<file path="src/rtl/wdbus_regs.svh">
// Purpose: offsets, field positions, reset values for watchdog and bus-mode registers
// Assumes: 7-bit register addresses, 8-bit data
// Notes:   definitions only
`ifndef WDBUS_REGS_SVH
`define WDBUS_REGS_SVH

`define WATCHDOG_CONTROL_ADDR        7'h03
`define BUS_MODE_ADDR       7'h04
`define BUS_PEAK_ADDR       7'h05
`define EXT_WAKE_ADDR       7'h07

`define WATCHDOG_CONTROL_POR         8'h14
`define WATCHDOG_CONTROL_WMASK       8'hF7
`define WATCHDOG_PERIOD_FIELD_RESTART    3'h4
`define WD_CHECKSUM_BIT     7
`define WD_STOP_DIS_BIT     6
`define WD_TYPE_BIT         5
`define WD_BUS_WAKE_BIT     4

`define BUS_MODE_POR        8'h00
`define BUS_MODE_WMASK      8'h07
`define BUS_PEAK_POR        8'h00
`define BUS_PEAK_BIT        5

`define EXT_WAKE_POR        8'h07
`define EXT_WAKE_WMASK      8'hA7
`define EXT_WAKE_FS_SET     8'h07
`define EXT_WAKE_FS_KEEP    8'hA0
`define INT_GLOBAL_BIT      7

`define CAN_MODE_WAKE       2'h1
`define CAN_MODE_RX         2'h2
`define CAN_MODE_NORMAL     2'h3

`endif

</file>
<file path="src/rtl/wdbus_pkg.sv">
// Purpose: types shared by the watchdog and bus-mode register bank
// Assumes: 8-bit SPI register frames
// Notes:   constants live in wdbus_regs.svh
package wdbus_pkg;

	typedef enum logic [2:0] {
		SBC_INIT    = 3'h0,
		SBC_NORMAL  = 3'h1,
		SBC_STOP    = 3'h2,
		SBC_SLEEP   = 3'h3,
		SBC_RESTART = 3'h4,
		SBC_FAILSAFE = 3'h5
	} sbc_mode_e;

	typedef enum logic [2:0] {
		CAN_OFF      = 3'h0,
		CAN_WAKE     = 3'h1,
		CAN_RX_ONLY  = 3'h2,
		CAN_NORMAL   = 3'h3,
		CAN_OFF_SWK  = 3'h4,
		CAN_WAKE_SWK = 3'h5,
		CAN_RX_SWK   = 3'h6,
		CAN_NORM_SWK = 3'h7
	} can_mode_e;

	// one SPI register access
	typedef struct packed {
		logic       wr;
		logic       rd;
		logic [6:0] addr;
		logic [7:0] wdata;
	} spi_req_s;

	// watchdog configuration to the timer
	typedef struct packed {
		logic       parity_ok;
		logic       stop_disable;
		logic       window_type;
		logic       start_on_bus_wake;
		logic [2:0] period;
	} wd_cfg_s;

	// hardware-side updates of rwh bits
	typedef struct packed {
		logic       timer_we;
		logic [2:0] timer_val;
		logic       stop_dis_we;
		logic       stop_dis_val;
		logic       bus_wake_we;
		logic       bus_wake_val;
	} wd_hw_upd_s;

	// decoded transceiver mode
	typedef struct packed {
		logic active;
		logic wake_capable;
		logic rx_only;
		logic normal;
		logic selective_wake;
	} can_dec_s;

endpackage : wdbus_pkg

</file>
<file path="src/rtl/can_mode_step.sv">
// Purpose: automatic transceiver mode change on low-power and fail-safe entry
// Assumes: one-cycle entry strobes from the mode state machine
// Notes:   only the two low mode bits are ever changed here
`timescale 1ns/10ps
`include "wdbus_regs.svh"
module can_mode_step
	import wdbus_pkg::*;
(
	input  wire logic [1:0] mode_lo_i,
	input  wire logic       sleep_entry_i,
	input  wire logic       stop_entry_i,
	input  wire logic       failsafe_entry_i,
	input  wire logic       system_error_flag_i,
	output logic            change_o,
	output logic [1:0]      mode_lo_o
);

	// fail-safe wins: the device must stay wakeable
	always_comb begin
		change_o  = 1'b0;
		mode_lo_o = mode_lo_i;
		if (failsafe_entry_i) begin
			change_o  = 1'b1;
			mode_lo_o = `CAN_MODE_WAKE;
		end else if (sleep_entry_i && !system_error_flag_i && mode_lo_i == `CAN_MODE_NORMAL) begin
			change_o  = 1'b1;
			mode_lo_o = `CAN_MODE_WAKE;
		end else if (sleep_entry_i && mode_lo_i == `CAN_MODE_RX) begin
			change_o  = 1'b1;
			mode_lo_o = `CAN_MODE_WAKE;
		end else if (stop_entry_i) begin
			// stop entry keeps normal, receive-only, wake and off as they are
			change_o  = 1'b0;
			mode_lo_o = mode_lo_i;
		end
	end

endmodule : can_mode_step

</file>
<file path="src/rtl/wdbus_ctrl_regs.sv">
// Purpose: watchdog control, transceiver mode and peak-threshold registers on SPI
// Assumes: SPI frames already decoded to one-cycle read/write strobes on core_clk_i
// Notes:   restart and soft reset are one-cycle strobes from the mode state machine
`timescale 1ns/10ps
`include "wdbus_regs.svh"

module wdbus_ctrl_regs
	import wdbus_pkg::*;
(
	input  wire logic       core_clk_i,
	input  wire logic       rst_n_i,
	input  wire spi_req_s   spi_req_i,
	output logic [7:0]      spi_rdata_o,
	output logic            spi_fail_o,
	input  wire sbc_mode_e  sbc_mode_i,
	input  wire logic       soft_reset_i,
	input  wire logic       restart_entry_i,
	input  wire logic [2:0] restart_can_mode_i,
	input  wire logic       sleep_entry_i,
	input  wire logic       stop_entry_i,
	input  wire logic       failsafe_entry_i,
	input  wire logic       system_error_flag_i,
	input  wire logic       stop_watchdog_disable_hi_i,
	input  wire logic       can_wake_i,
	input  wire logic       wake_event_i,
	input  wire logic       status_event_i,
	input  wire wd_hw_upd_s wd_hw_upd_i,
	output wd_cfg_s         wd_cfg_o,
	output logic            watchdog_run_o,
	output logic            watchdog_long_window_o,
	output can_dec_s        can_dec_o,
	output logic            active_peak_threshold_sel_o,
	output logic [7:0]      external_wake_source_o,
	output logic            int_request_o
);

	logic [7:0] watchdog_control_r;
	logic [7:0] watchdog_control_nxt;
	logic [7:0] bus_mode_r;
	logic [7:0] bus_mode_nxt;
	logic [7:0] bus_peak_r;
	logic [7:0] bus_peak_nxt;
	logic [7:0] ext_wake_r;
	logic [7:0] ext_wake_nxt;
	logic [7:0] rdata_r;
	logic [7:0] rdata_nxt;
	logic       fail_r;
	logic       fail_nxt;
	logic       wd_long_r;
	logic       wd_long_nxt;
	logic       int_r;
	logic       int_nxt;
	logic       step_change;
	logic [1:0] step_mode_lo;

	// address match used by every write path
	function automatic logic wr_hit(input spi_req_s req, input logic [6:0] addr);
		wr_hit = req.wr && (req.addr == addr);
	endfunction : wr_hit

	// full decode of the three-bit transceiver mode
	function automatic can_dec_s decode_can(input logic [2:0] mode);
		can_dec_s d;
		d                = '0;
		d.selective_wake = mode[2];
		unique case (mode[1:0])
			2'h0: d.active       = 1'b0;
			2'h1: d.wake_capable = 1'b1;
			2'h2: d.rx_only      = 1'b1;
			2'h3: d.normal       = 1'b1;
		endcase
		d.active = (mode[1:0] != 2'h0);
		return d;
	endfunction : decode_can

	can_mode_step u_step (
		.mode_lo_i           (bus_mode_r[1:0]),
		.sleep_entry_i       (sleep_entry_i),
		.stop_entry_i        (stop_entry_i),
		.failsafe_entry_i    (failsafe_entry_i),
		.system_error_flag_i (system_error_flag_i),
		.change_o            (step_change),
		.mode_lo_o           (step_mode_lo)
	);

	// register next values: reset cause first, then hardware, then software
	always_comb begin
		watchdog_control_nxt  = watchdog_control_r;
		bus_mode_nxt = bus_mode_r;
		bus_peak_nxt = bus_peak_r;
		ext_wake_nxt = ext_wake_r;
		fail_nxt     = 1'b0;
		if (soft_reset_i) begin
			watchdog_control_nxt  = `WATCHDOG_CONTROL_POR;
			bus_mode_nxt = `BUS_MODE_POR;
			bus_peak_nxt = `BUS_PEAK_POR;
			ext_wake_nxt = `EXT_WAKE_POR;
		end else if (restart_entry_i) begin
			watchdog_control_nxt[`WD_STOP_DIS_BIT] = 1'b0;
			watchdog_control_nxt[3:0]              = {1'b0, `WATCHDOG_PERIOD_FIELD_RESTART};
			bus_mode_nxt = {5'h00, restart_can_mode_i};
			bus_peak_nxt = bus_peak_r & (8'h01 << `BUS_PEAK_BIT);
		end else begin
			// hardware-updated bits land here and read back directly
			if (wd_hw_upd_i.timer_we)
				watchdog_control_nxt[2:0] = wd_hw_upd_i.timer_val;
			if (wd_hw_upd_i.stop_dis_we)
				watchdog_control_nxt[`WD_STOP_DIS_BIT] = wd_hw_upd_i.stop_dis_val;
			if (wd_hw_upd_i.bus_wake_we)
				watchdog_control_nxt[`WD_BUS_WAKE_BIT] = wd_hw_upd_i.bus_wake_val;
			if (step_change)
				bus_mode_nxt[1:0] = step_mode_lo;
			if (failsafe_entry_i)
				ext_wake_nxt = (ext_wake_r & `EXT_WAKE_FS_KEEP) | `EXT_WAKE_FS_SET;
			// software writes; a same-cycle hardware event is overridden, except fail-safe entry, which blocks mode and wake-source writes
			if (wr_hit(spi_req_i, `WATCHDOG_CONTROL_ADDR))
				watchdog_control_nxt = spi_req_i.wdata & `WATCHDOG_CONTROL_WMASK;
			if (wr_hit(spi_req_i, `BUS_MODE_ADDR) && !failsafe_entry_i)
				bus_mode_nxt = spi_req_i.wdata & `BUS_MODE_WMASK;
			if (wr_hit(spi_req_i, `EXT_WAKE_ADDR) && !failsafe_entry_i)
				ext_wake_nxt = spi_req_i.wdata & `EXT_WAKE_WMASK;
			if (wr_hit(spi_req_i, `BUS_PEAK_ADDR)) begin
				// stop mode: silently dropped, no failure flag
				if (sbc_mode_i == SBC_INIT || sbc_mode_i == SBC_NORMAL)
					bus_peak_nxt = spi_req_i.wdata & (8'h01 << `BUS_PEAK_BIT);
				else if (sbc_mode_i != SBC_STOP)
					fail_nxt = 1'b1;
			end
		end
	end

	// register bank state
	always_ff @(posedge core_clk_i) begin
		if (!rst_n_i) begin
			watchdog_control_r  <= `WATCHDOG_CONTROL_POR;
			bus_mode_r <= `BUS_MODE_POR;
			bus_peak_r <= `BUS_PEAK_POR;
			ext_wake_r <= `EXT_WAKE_POR;
			fail_r     <= 1'b0;
		end else begin
			watchdog_control_r  <= watchdog_control_nxt;
			bus_mode_r <= bus_mode_nxt;
			bus_peak_r <= bus_peak_nxt;
			ext_wake_r <= ext_wake_nxt;
			fail_r     <= fail_nxt;
		end
	end

	// read mux; reserved bits are already zero in the stored values
	always_comb begin
		rdata_nxt = rdata_r;
		if (spi_req_i.rd) begin
			unique case (spi_req_i.addr)
				`WATCHDOG_CONTROL_ADDR:  rdata_nxt = watchdog_control_r;
				`BUS_MODE_ADDR: rdata_nxt = bus_mode_r;
				`BUS_PEAK_ADDR: rdata_nxt = bus_peak_r;
				`EXT_WAKE_ADDR: rdata_nxt = ext_wake_r;
				default:        rdata_nxt = 8'h00;
			endcase
		end
	end

	// watchdog long-window start after a bus wake in stop mode
	always_comb begin
		wd_long_nxt = wd_long_r;
		if (sbc_mode_i != SBC_STOP)
			wd_long_nxt = 1'b0;
		else if (can_wake_i && watchdog_control_r[`WD_BUS_WAKE_BIT])
			wd_long_nxt = 1'b1;
	end

	// interrupt: wake always, other status only with global setting
	always_comb begin
		int_nxt = wake_event_i || (status_event_i && ext_wake_r[`INT_GLOBAL_BIT]);
	end

	// answer, window and interrupt flip-flops
	always_ff @(posedge core_clk_i) begin
		if (!rst_n_i) begin
			rdata_r   <= 8'h00;
			wd_long_r <= 1'b0;
			int_r     <= 1'b0;
		end else begin
			rdata_r   <= rdata_nxt;
			wd_long_r <= wd_long_nxt;
			int_r     <= int_nxt;
		end
	end

	// configuration outputs toward the timer, transceiver and regulator
	always_comb begin
		wd_cfg_o.parity_ok         = ~^watchdog_control_r;
		wd_cfg_o.stop_disable      = watchdog_control_r[`WD_STOP_DIS_BIT];
		wd_cfg_o.window_type       = watchdog_control_r[`WD_TYPE_BIT];
		wd_cfg_o.start_on_bus_wake = watchdog_control_r[`WD_BUS_WAKE_BIT];
		wd_cfg_o.period            = watchdog_control_r[2:0];
	end

	// stop mode halts the watchdog only if both disable bits agree, unless a bus wake restarted it
	assign watchdog_run_o = (sbc_mode_i != SBC_STOP) || wd_long_r ||
		!(watchdog_control_r[`WD_STOP_DIS_BIT] && stop_watchdog_disable_hi_i);
	assign watchdog_long_window_o      = wd_long_r;
	assign can_dec_o                   = decode_can(bus_mode_r[2:0]);
	assign active_peak_threshold_sel_o = bus_peak_r[`BUS_PEAK_BIT];
	assign external_wake_source_o      = ext_wake_r;
	assign spi_rdata_o                 = rdata_r;
	assign spi_fail_o                  = fail_r;
	assign int_request_o               = int_r;

endmodule : wdbus_ctrl_regs

</file>
<file path="config.mk">
export PLATFORM = sky130hd
export DESIGN_NAME = wdbus_ctrl_regs
export DESIGN_NICKNAME = d
export VERILOG_FILES = /design/src/rtl/wdbus_pkg.sv /design/src/rtl/can_mode_step.sv /design/src/rtl/wdbus_ctrl_regs.sv
export VERILOG_INCLUDE_DIRS = /design/src /design/src/rtl
export SDC_FILE = /design/constraint.sdc
export NUM_CORES = 1
export LEC_CHECK = 0
export BUFFER_PORTS_ARGS = -buffer_cell sky130_fd_sc_hd__buf_4
export CAP_MARGIN = 40
export CORE_ASPECT_RATIO = 1.75
export CORE_UTILIZATION = 45
export CTS_BUF_LIST = sky130_fd_sc_hd__clkbuf_8 sky130_fd_sc_hd__clkbuf_16
export CTS_CLUSTER_DIAMETER = 120
export DETAILED_ROUTE_END_ITERATION = 8
export PLACE_DENSITY = 0.8
export RECOVER_POWER = 50
export SLEW_MARGIN = 30
export SYNTH_ARGS = -nofsm -noshare
export SYNTH_HDL_FRONTEND = slang
export SYNTH_SLANG_ARGS = --single-unit
</file>
<file path="constraint.sdc">
create_clock -name core_clk_i -period 2.3 [get_ports core_clk_i]
set_input_delay 0.46 -clock core_clk_i [delete_from_list [all_inputs] [get_ports core_clk_i]]
set_output_delay 0.46 -clock core_clk_i [all_outputs]
set_load 0.005 [all_outputs]
</file>
==> results.toml <==
[yosys]
yosysUniqueCellTypes = 40
synth-seq-cells = 26
syn_area_per_cell_um2 = 8.51
yosysTopAreaCell = "dfxtp_1"
synth_area_um2 = 1470
ys.warnings.count = 0
synth_enable_flop_cells = 0
synth_top_area_share_pct = 35.3
synth_flop_cell = "dfxtp_1"
yosys-top-cells-area = "dfxtp_1, mux2i_1, buf_4"
syn_inst = 173
async_reset_ff_share_pct = 0
seq_area_frac_synth_pct = 35.3

[global_route]
grt_max_degree = 19
use_met3_pct = 1.63
met1_usage_pct = 24.8
grt_pass1_vias = 1303
grtUsageTotal_pct = 22.2
grt-ovfl-total = 0
grt_pass1_wl_um = 5820
top_usage_layer = "met2"
antenna_found_initial = 0
grt_util_met2_pct = 41.2

[route]
dr.pass1.iters = 4
vias = 1465
wl_um = 3750
drt_iter0_drc = 43
viasPerCell = 5.31
drc = 0
wire_per_inst_um = 13.6
drtAntennaViolNets = 0

[layout]
drive_gt1_share_pct = 33.9
fillers = 290
final_nets = 277
antenna_cells = 0
fin_util_pct = 64.6
final_area_um2 = 2030
syn2layout_area_growth_pct = 37.7

[setup_path]
reg2reg_slack_ns = 1.27
worst_r2r_endpoint = "spi_rdata_o[1]"
start_kind = "input pin"
crit_type = "in2reg"
cp-startpoint = "spi_req_i[9]"
cp.required_ns = 2.50
critPathMaxFanout = 6
regToRegStartpoint = "watchdog_control_r[1]"
arrival_ns = 2.03
end_kind = "flip-flop"
critPathCapture = "spi_rdata_o[1]"
r2r_cells = 4

[sta]
fmax_mhz = 545
finalCritPeriodShare_pct = 79.8
tightest_slew_ns = 0.579
hold_viol = 0
finalSetupViolations = 0
fin_crit_ns = 1.84
slew_violations = 0
fin_setup_tns_ns = 0
relSlewSlack_pct = 61.3
finClkSkew_ns = 0.00380
rsz0062_at_grt = "no"

[clocking]
clockBufferDepth = 2
cts_buffers = 3
postCtsSetupBuffers = 0
ctsHoldBuffers = 0
cts_sinks = 26
clock_latency_ns = 0.27
cts-root-buf = "clkbuf_8"
ctsResizeCount = 0
clkTransAtPathRegs_ns = 0.10
cts_tree = "yes"
h-tree-depth = 1

[floorplanning]
start_util_pct = 46.9
die_h_um = 77.7
die_w_um = 45.2
dieArea_um2 = 3510
rows = 27
ioPinCount = 76
core-area_um2 = 3140

[power_and_ir_drop]
total_leakage_power_nw = 0.873
peakVddDrop_uv = 304
fin_total_pwr_mw = 0.988
powerDensity_nw_per_um2 = 487

[worst_hold_path]
hp-class = "in2reg"

[placed_design]
place_congestion = 0.760
io_buffers = 69
detailed_place.area_um2 = 1960
dpl.hpwl_um = 2950

[job]
maxCapViolations = 0

[run_status]
status = "finished clean"
-- routing by layer --
layer | part of all wire (%) | wire (µm)
met1 | 38 | 1420
met2 | 58 | 2180
met3 | 3.2 | 119
met4 | 0.83 | 31
met5 | 0 | 0
-- cell usage after synthesis, drive strengths merged (2+ instances only) --
cell type,instances
or4b,2
nor3b,2
nand2b,7
nor3,6
dfxtp,26
nor2b,8
a21oi,7
inv,3
o21ai,12
a21boi,3
mux2i,11
nor2,6
o211ai,4
o32ai,3
a211oi,4
buf,12
nand2,13
nor4,2
nand3,11
and2,2
xnor2,6
o31ai,2
clkbuf,6
-- worst min path at each step --
stage	start	endpoint	slack, ns	cells after the start
global route	wake_event_i	int_request_o	0.42	3
finish	wake_event_i	int_request_o	0.42	3
global placement	spi_rdata_o[7]	spi_rdata_o[7]	0.44	1
CTS	wake_event_i	int_request_o	0.42	3
detailed placement	spi_rdata_o[7]	spi_rdata_o[7]	0.45	1
floorplan	spi_rdata_o[0]	spi_rdata_o[0]	0.45	2
-- power by group --
| part | switching (mW) | leakage [nW] | internal [mW] |
|---|---|---|---|
| logic | 0.0618 | 0.626 | 0.0816 |
| registers | 0.00565 | 0.211 | 0.455 |
| clock network | 0.151 | 0.0357 | 0.233 |
-- per-stage QoR --
step	hold WS [ns]	setup slack (ns)	std cells
5_1_grt	0.421	0.363	276
2_1_floorplan	0.449	0.450	176
4_1_cts	0.418	0.502	276
3_3_place_gp	0.435	0.295	272
6_report	0.416	0.464	276
3_5_place_dp	0.451	0.292	272
-- cell type report --
class	instances	area (µm²)	area share (%)
multi-input combinational	129	842	41.5
clock inverter	1	30.0	1.48
sequential	26	520	25.7
timing repair buffer	71	529	26.1
clock buffer	3	41.3	2.04
tap	43	53.8	2.65
inverter	3	11.3	0.555
-- layout by cell type (no fill, tap or decap), types with 2 or more instances in the layout --
master    synthesis  routed
nor2b_1           8       8
nand2_1          13      13
o211ai_1          4       4
nor4_1            2       2
xnor2_1           6       6
inv_1             3       3
dfxtp_1          26      26
nor3b_1           2       2
clkbuf_4          0      24
clkbuf_8          0       3
o31ai_1           2       2
and2_1            2       2
conb_1            1       4
mux2i_1          11      11
buf_4            11      46
nand3_1          11      11
nor3_1            6       6
a21boi_0          3       3
nand2b_1          7       7
a211oi_1          4       4
o21ai_0          12      12
a21oi_1           7       7
o32ai_1           3       3
nor2_1            6       6
-- cell families after synthesis --
family	after synthesis	synth area share (%)
flops	26	35.3
xor+xnor	6	3.57
simple gates	68	27.3
mux	12	8.24
other cells	1	0.255
buf+inv	21	8.24
compound gates	39	17.1
-- sequential cells by signal (all words and copies together), names as in the netlist --
register / cells
spi_fail_o: 1
watchdog_control_r: 7
bus_peak_r: 1
bus_mode_r: 3
external_wake_source_o: 5
watchdog_long_window_o: 1
int_request_o: 1
spi_rdata_o: 7
-- worst max-delay path, cell delays in order --
cell and delay (ns):
buf_4 0.13, or4b_2 0.69, nor4_1 0.42, a21oi_1 0.15, o21ai_0 0.18
No activity file was read; power rests on OpenSTA's default activity.
